--- src/pkg/iowd_map.vh ---
// Constants for the I/O window decode configuration registers.
// Included by the decode block and its window comparator; definitions only.
`ifndef IOWD_MAP_VH
`define IOWD_MAP_VH

// Configuration dword offsets (byte addresses)
`define IOWD_OFS_WIN0_BASE 8'h2C
`define IOWD_OFS_WIN0_LIMIT 8'h30
`define IOWD_OFS_WIN1_BASE 8'h34
`define IOWD_OFS_WIN1_LIMIT 8'h38
`define IOWD_OFS_INTR 8'h3C
// Byte offsets of the interrupt bytes inside the 3Ch dword
`define IOWD_OFS_INTR_LINE 8'h3C
`define IOWD_OFS_INTR_PIN 8'h3D

// Field layout of base and limit registers
`define IOWD_PAGE_MSB 31
`define IOWD_PAGE_LSB 16
`define IOWD_ADDR_MSB 15
`define IOWD_ADDR_LSB 2
`define IOWD_ADDR_W 14
`define IOWD_TYPE_W 2
`define IOWD_TYPE_IO32 2'h1
`define IOWD_PAGE_VAL 16'h0000

// Reset and fixed values
`define IOWD_ADDR_RST 14'h0000
`define IOWD_LINE_RST 8'h00
`define IOWD_PIN_VAL 8'h01

// ISA alias filter: address bits 9:8 nonzero marks upper 768 bytes of each 1K
`define IOWD_ISA_MSB 9
`define IOWD_ISA_LSB 8

`endif

--- src/rtl/iowd_win_cmp.v ---
// One I/O window comparator: inclusive dword range check within page zero.
// Assumes base and limit fields arrive from registers in the same clock domain.
`timescale 1ns/10ps
`include "iowd_map.vh"

module iowd_win_cmp (
    input wire [31:0] i_addr,                  // I/O address under test
    input wire [`IOWD_ADDR_W-1:0] i_base,      // Window bottom, dword units
    input wire [`IOWD_ADDR_W-1:0] i_limit,     // Window top, dword units
    output wire o_hit                          // Address falls inside enabled window
);

    wire [`IOWD_ADDR_W-1:0] addr_dw;
    wire page_ok;
    wire win_enabled;

    assign addr_dw = i_addr[`IOWD_ADDR_MSB:`IOWD_ADDR_LSB];
    // Page field is fixed at zero, so only page zero decodes
    assign page_ok = (i_addr[`IOWD_PAGE_MSB:`IOWD_PAGE_LSB] == `IOWD_PAGE_VAL);
    assign win_enabled = (i_base != `IOWD_ADDR_RST) || (i_limit != `IOWD_ADDR_RST);
    assign o_hit = win_enabled && page_ok && (addr_dw >= i_base) && (addr_dw <= i_limit);

endmodule

--- src/rtl/iowd_decode_regs.v ---
// I/O window decode registers of a PCI to CardBus bridge, with decode.
// Assumes configuration accesses and bus address probes are synchronous to i_mclk.
`timescale 1ns/10ps
`include "iowd_map.vh"

module iowd_decode_regs #(
    parameter NUM_WIN = 2                       // Number of I/O windows
) (
    input wire i_mclk,                          // PCI clock, 20 MHz
    input wire i_rst_n,                         // Asynchronous reset, active low
    input wire i_cfg_wr,                        // Config write strobe, one cycle
    input wire i_cfg_rd,                        // Config read strobe, one cycle
    input wire [7:0] i_cfg_addr,                // Config byte offset, dword aligned
    input wire [3:0] i_cfg_be,                  // Byte enables, active high
    input wire [31:0] i_cfg_wdata,              // Config write data
    output reg [31:0] o_cfg_rdata,              // Config read data
    output reg o_cfg_ack,                       // Access completed, one cycle
    input wire i_pci_io_req,                    // PCI I/O cycle address valid
    input wire [31:0] i_pci_io_addr,            // PCI I/O address
    output reg o_fwd_to_cb,                     // Forward PCI cycle to CardBus
    input wire i_cb_io_req,                     // CardBus I/O cycle address valid
    input wire [31:0] i_cb_io_addr,             // CardBus I/O address
    output reg o_fwd_to_pci,                    // Forward CardBus cycle to PCI
    input wire i_legacy_io_alias_filter,        // ISA alias filtering enabled
    input wire i_functional_irq_route_select,   // 0 PCI interrupt, 1 legacy steering
    input wire i_card_func_irq,                 // Card functional interrupt, high
    output reg o_pci_inta,                      // Interrupt toward PCI, active high
    output reg o_legacy_irq                     // Interrupt toward legacy steering
);

    ////////////////////////////////////////////////////////////////////////////
    // Register storage

    reg [`IOWD_ADDR_W-1:0] base_reg [0:NUM_WIN-1];
    reg [`IOWD_ADDR_W-1:0] limit_reg [0:NUM_WIN-1];
    reg [7:0] line_reg;
    reg [31:0] rdata_next;

    wire [NUM_WIN-1:0] pci_hit;
    wire [NUM_WIN-1:0] cb_hit;
    wire isa_alias;

    // Writable dword field assembled from byte lanes 0 and 1
    function [`IOWD_ADDR_W-1:0] merge_field;
        input [`IOWD_ADDR_W-1:0] old_val;
        input [3:0] be;
        input [31:0] wdata;
        reg [15:0] tmp;
        begin
            tmp = {old_val, `IOWD_TYPE_IO32};
            if (be[0]) begin
                tmp[7:0] = wdata[7:0];
            end
            if (be[1]) begin
                tmp[15:8] = wdata[15:8];
            end
            merge_field = tmp[`IOWD_ADDR_MSB:`IOWD_ADDR_LSB];
        end
    endfunction

    ////////////////////////////////////////////////////////////////////////////
    // Per-window registers and comparators

    genvar gi;
    generate
        for (gi = 0; gi < NUM_WIN; gi = gi + 1) begin : g_win
            // Offset sums are integer wide; keep the low byte on purpose
            localparam integer OFS_BASE_INT = `IOWD_OFS_WIN0_BASE + gi * 8;
            localparam integer OFS_LIMIT_INT = `IOWD_OFS_WIN0_LIMIT + gi * 8;
            wire [31:0] ofs_base_full;
            wire [31:0] ofs_limit_full;
            wire [7:0] ofs_base;
            wire [7:0] ofs_limit;
            assign ofs_base_full = OFS_BASE_INT;
            assign ofs_limit_full = OFS_LIMIT_INT;
            assign ofs_base = ofs_base_full[7:0];
            assign ofs_limit = ofs_limit_full[7:0];

            always @(posedge i_mclk or negedge i_rst_n) begin
                if (!i_rst_n) begin
                    base_reg[gi] <= `IOWD_ADDR_RST;
                    limit_reg[gi] <= `IOWD_ADDR_RST;
                end else if (i_cfg_wr) begin
                    // Upper lanes are ignored: page field stays zero
                    if (i_cfg_addr == ofs_base) begin
                        base_reg[gi] <= merge_field(base_reg[gi], i_cfg_be, i_cfg_wdata);
                    end
                    if (i_cfg_addr == ofs_limit) begin
                        limit_reg[gi] <= merge_field(limit_reg[gi], i_cfg_be, i_cfg_wdata);
                    end
                end
            end

            iowd_win_cmp u_pci_cmp (
                .i_addr(i_pci_io_addr),
                .i_base(base_reg[gi]),
                .i_limit(limit_reg[gi]),
                .o_hit(pci_hit[gi])
            );

            iowd_win_cmp u_cb_cmp (
                .i_addr(i_cb_io_addr),
                .i_base(base_reg[gi]),
                .i_limit(limit_reg[gi]),
                .o_hit(cb_hit[gi])
            );
        end
    endgenerate

    ////////////////////////////////////////////////////////////////////////////
    // Interrupt line register

    always @(posedge i_mclk or negedge i_rst_n) begin
        if (!i_rst_n) begin
            line_reg <= `IOWD_LINE_RST;
        end else if (i_cfg_wr && (i_cfg_addr == `IOWD_OFS_INTR) && i_cfg_be[0]) begin
            line_reg <= i_cfg_wdata[7:0];
        end
    end

    ////////////////////////////////////////////////////////////////////////////
    // Read path; unmapped offsets and the bridge control half read zero

    integer k;
    always @* begin
        rdata_next = 32'h00000000;
        for (k = 0; k < NUM_WIN; k = k + 1) begin
            if (i_cfg_addr == (`IOWD_OFS_WIN0_BASE + k * 8)) begin
                rdata_next = {`IOWD_PAGE_VAL, base_reg[k], `IOWD_TYPE_IO32};
            end
            if (i_cfg_addr == (`IOWD_OFS_WIN0_LIMIT + k * 8)) begin
                rdata_next = {`IOWD_PAGE_VAL, limit_reg[k], `IOWD_TYPE_IO32};
            end
        end
        if (i_cfg_addr == `IOWD_OFS_INTR) begin
            rdata_next = {16'h0000, `IOWD_PIN_VAL, line_reg};
        end
    end

    always @(posedge i_mclk or negedge i_rst_n) begin
        if (!i_rst_n) begin
            o_cfg_rdata <= 32'h00000000;
            o_cfg_ack <= 1'b0;
        end else begin
            o_cfg_ack <= i_cfg_wr | i_cfg_rd;
            if (i_cfg_rd) begin
                o_cfg_rdata <= rdata_next;
            end
        end
    end

    ////////////////////////////////////////////////////////////////////////////
    // Forwarding decisions and interrupt routing

    // Aliases of the ISA range sit in the upper three quarters of each 1K block
    assign isa_alias = (i_pci_io_addr[`IOWD_ISA_MSB:`IOWD_ISA_LSB] != 2'h0);

    always @(posedge i_mclk or negedge i_rst_n) begin
        if (!i_rst_n) begin
            o_fwd_to_cb <= 1'b0;
            o_fwd_to_pci <= 1'b0;
            o_pci_inta <= 1'b0;
            o_legacy_irq <= 1'b0;
        end else begin
            o_fwd_to_cb <= i_pci_io_req && (|pci_hit)
                && !(i_legacy_io_alias_filter && isa_alias);
            // Upstream decode is the inverse: cycles outside every window go to PCI
            o_fwd_to_pci <= i_cb_io_req && !(|cb_hit);
            o_pci_inta <= i_card_func_irq && !i_functional_irq_route_select;
            o_legacy_irq <= i_card_func_irq && i_functional_irq_route_select;
        end
    end

endmodule

--- config.mk ---
export PLATFORM = sky130hd
export DESIGN_NAME = iowd_decode_regs
export DESIGN_NICKNAME = d
export VERILOG_FILES = /design/src/rtl/iowd_win_cmp.v /design/src/rtl/iowd_decode_regs.v
export VERILOG_INCLUDE_DIRS = /design/src /design/src/pkg
export SDC_FILE = /design/constraint.sdc
export NUM_CORES = 1
export LEC_CHECK = 0
export ABC_AREA = 1
export BUFFER_PORTS_ARGS = -buffer_cell sky130_fd_sc_hd__buf_2
export CAP_MARGIN = 20
export CORE_UTILIZATION = 40
export CTS_CLUSTER_SIZE = 20
export DETAILED_ROUTE_END_ITERATION = 6
export GPL_ROUTABILITY_DRIVEN = 1
export PLACE_DENSITY_LB_ADDON = 0.1
export SYNTH_ARGS = -nofsm -noshare
export SYNTH_HDL_FRONTEND = slang
export SYNTH_HIERARCHICAL = 1
export SYNTH_SLANG_ARGS = --single-unit
export TNS_END_PERCENT = 1
--- constraint.sdc ---
create_clock -name i_mclk -period 3.6 [get_ports i_mclk]
set_input_delay 0.54 -clock i_mclk [delete_from_list [all_inputs] [get_ports i_mclk]]
set_output_delay 0.54 -clock i_mclk [all_outputs]
set_load 0.01 [all_outputs]
==> summary.txt <==
Pwr
  • Tot Pwr: 2.53 mW
  • Pwr per Cell Area: 281 nW/um2
  • VDD IR max: 0.000259 V
  • LEAKAGE: 4.96 nW

Min path
  • Hold/Removal Path Class: in -> async

Placed design
  • Port bufs: 115
  • Final HPWL DP: 18500 um
  • DP Area: 8710 um2
  • Final Wtd Congestion: 0.882

Clock tree
  • Maximum buffer depth of the clock tree: 2
  • Worst-skew pair later-pin latency: 340 ps
  • CTS H-tree depth: 3
  • Post-CTS Hold Buffers: 0
  • Post-CTS setup buffers: 0
  • Root Buffer: clkbuf_16
  • Clock slew at reported path FFs: 60 ps
  • Cts bufs inserted: 9
  • Clock tree from TritonCTS: done
  • Post-cts gate resize count: 0
  • Clock sink count: 85

Setup path
  • Critical path capture point type: register
  • Startpoint Class: register
  • CP max-delay cell: dfrtp_1
  • WS Path Type: reg -> reg
  • Worst path buffer plus inverter count: 2
  • Critical Path AT: 2140 ps
  • CP max stage delay: 570 ps
  • Delay-heaviest family, CP: flip-flops
  • Critical path data required time: 3810 ps
  • Worst-path fanout max: 6
  • Worst-path cell chain: inv_1 > ha_1 > nand2_1 > nor2_2 > nand3_1 > inv_1 > nand2_1 > a21oi_1 > nor2_1 > o211a_1

Job
  • Max-cap violation count: 0

Cells and area
  • Design Area, Final: 8990 um2
  • Diode count: 0
  • Area growth syn-to-layout: 12.5%
  • Most common cell after layout, fill and taps aside: nand2_1
  • Share of cells above drive strength 1: 14.6%
  • Highest-count cells in the layout ignoring fill and taps: nand2_1, inv_1, nor2_1, buf_2, ha_1
  • Fillers: 2074
  • Nets: 1523
  • Final Util: 46.0%

STA
  • Setup violators final: 0
  • Unrepaired setup endpoints after global routing: false
  • Rel. slew slack: 36.0%
  • Crit path time final: 1930 ps
  • Clock skew: 5.73 ps
  • Max Fclk: 0.519 GHz
  • Slew @ Worst Pin: 960 ps
  • Hold Fails Final Rpt: 0
  • Period utilization: 53.5%
  • TNS Setup: 0 ps
  • Max Transition Viols Final: 0

Synth
  • Gate Count Post-Synth: 1184
  • Yosys top cell by area: dfrtp_1
  • Synthesized flop and latch total: 85
  • Synth Cell Area: 7990 um2
  • Syn_area_per_cell: 6.75 um2
  • Top cells by area, synth: dfrtp_1, ha_1, nand2_1
  • Register area share after synthesis: 26.6%
  • Yosys cell types: 32
  • Syn. warnings: 6
  • Share of the synthesized area in the top cell type: 26.6%

Floorplan
  • Core area: 19500 um2
  • I/O pin total: 154
  • Die Area: 20500 um2
  • Cell row count: 51
  • Die Y: 143 um
  • Die Wd: 143 um
  • Initial Util: 40.9%

Route
  • Top routing layer used: met4
  • Met2 routed WL: 10600 um
  • DR pass1 iterations: 5
  • Drt drc: 0
  • DR WL/cell: 15.0 um
  • DRT iter0 DRCs: 396
  • Vias: 7469
  • Via/cell ratio: 4.78
  • Routed wire length: 23500 um
  • Wire length on met1: 11500 um
  • Final ANT Viol Nets: 0
  • Met3 WL: 929 um

Global route
  • Total track usage: 24.1%
  • Initial antenna violation count: 0
  • Largest net degree at the start of global routing: 72
  • Wire length of the first global-routing pass: 37000 um
  • Vias in the first global route: 6916
  • GRT overflow: 0

Status
  • Status: completed
worst register-to-register path, delay by kind of cell, from the launching register on:
kind,cells,cell delay (ps)
AOI/OAI and AO/OA,2,390
DFF,1,570
adders and majority gates,1,300
buffers and inverters,2,150
and+or+nand+nor,5,390
final timing paths:
| path | to | cells after the start | from | slack, ps |
|---|---|---|---|---|
| setup / recovery | o_fwd_to_cb$_DFF_PN0_ | 10 | limit_reg[11]$_DFFE_PN0P_ | 1670 |
| hold / removal | base_reg[17]$_DFFE_PN0P_ | 1 | i_rst_n | 320 |
| setup reg to reg | o_fwd_to_cb$_DFF_PN0_ | 10 | limit_reg[11]$_DFFE_PN0P_ | 1670 |
| hold reg to reg | o_cfg_rdata[0]$_DFFE_PN0P_ | 2 | o_cfg_rdata[0]$_DFFE_PN0P_ | 480 |
| max in group asynchronous | o_cfg_rdata[14]$_DFFE_PN0P_ | 2 | i_rst_n | 2530 |
| min in group i_mclk | o_pci_inta$_DFF_PN0_ | 2 | i_functional_irq_route_select | 350 |
synth_stat cells:
| cell | n |
|---|---|
| nand2_1 | 327 |
| inv_1 | 202 |
| nor2_1 | 186 |
| ha_1 | 112 |
| dfrtp_1 | 85 |
| nand3_1 | 56 |
| a21oi_1 | 51 |
| o21ai_0 | 31 |
| o21a_1 | 19 |
| buf_4 | 18 |
| o21ai_2 | 14 |
| nand4_1 | 12 |
| buf_6 | 9 |
| nor2_2 | 9 |
| nor2_4 | 7 |
| o21ai_1 | 7 |
| nand2_4 | 6 |
| inv_2 | 5 |
| nand2_2 | 5 |
| nand3_2 | 4 |
| nor2_8 | 4 |
| buf_2 | 3 |
| clkbuf_1 | 3 |
| a21oi_2 | 1 |
| a31oi_1 | 1 |
| clkinv_2 | 1 |
| conb_1 | 1 |
| inv_6 | 1 |
| nand3_4 | 1 |
| nor3b_1 | 1 |
| o211a_1 | 1 |
| or2_2 | 1 |
layer usage:
layer	GRT usage [%]	vias up
li1	-	3873
met1	33.1	3384
met2	40.0	188
met3	2.67	24
met4	6.94	0
met5	0	-
cell families after synthesis:
| family | count (synthesis) | synth area share (%) |
|---|---|---|
| and+or+nand+nor | 619 | 33.4 |
| buffers and inverters | 242 | 13.2 |
| AOI/OAI and AO/OA | 125 | 9.21 |
| adders and majority gates | 112 | 17.5 |
| DFF | 85 | 26.6 |
| other | 1 | 0.0469 |
cell type report:
class | instances | area, um2 | area share [%]
tap | 265 | 332 | 3.69
multi-input combinational | 872 | 4860 | 54.1
sequential | 85 | 2130 | 23.7
clock buffer | 11 | 233 | 2.59
timing repair buffer | 117 | 593 | 6.60
clock inverter | 4 | 50.0 | 0.557
inverter | 209 | 791 | 8.80
power breakdown:
group | switching (mW) | internal, mW
sequential | 0.0694 | 0.991
combinational | 0.333 | 0.211
clock | 0.387 | 0.534
total | 0.790 | 1.74
per-stage QoR:
stage	instances	setup slack, ps	hold WS [ps]
after global placement	1548	1460	463
after global routing	1563	1470	352
final	1563	1670	321
after CTS	1563	1620	344
after detailed placement	1548	1430	465
after floorplan	1199	1940	244
(Power assumes the default switching activity.)
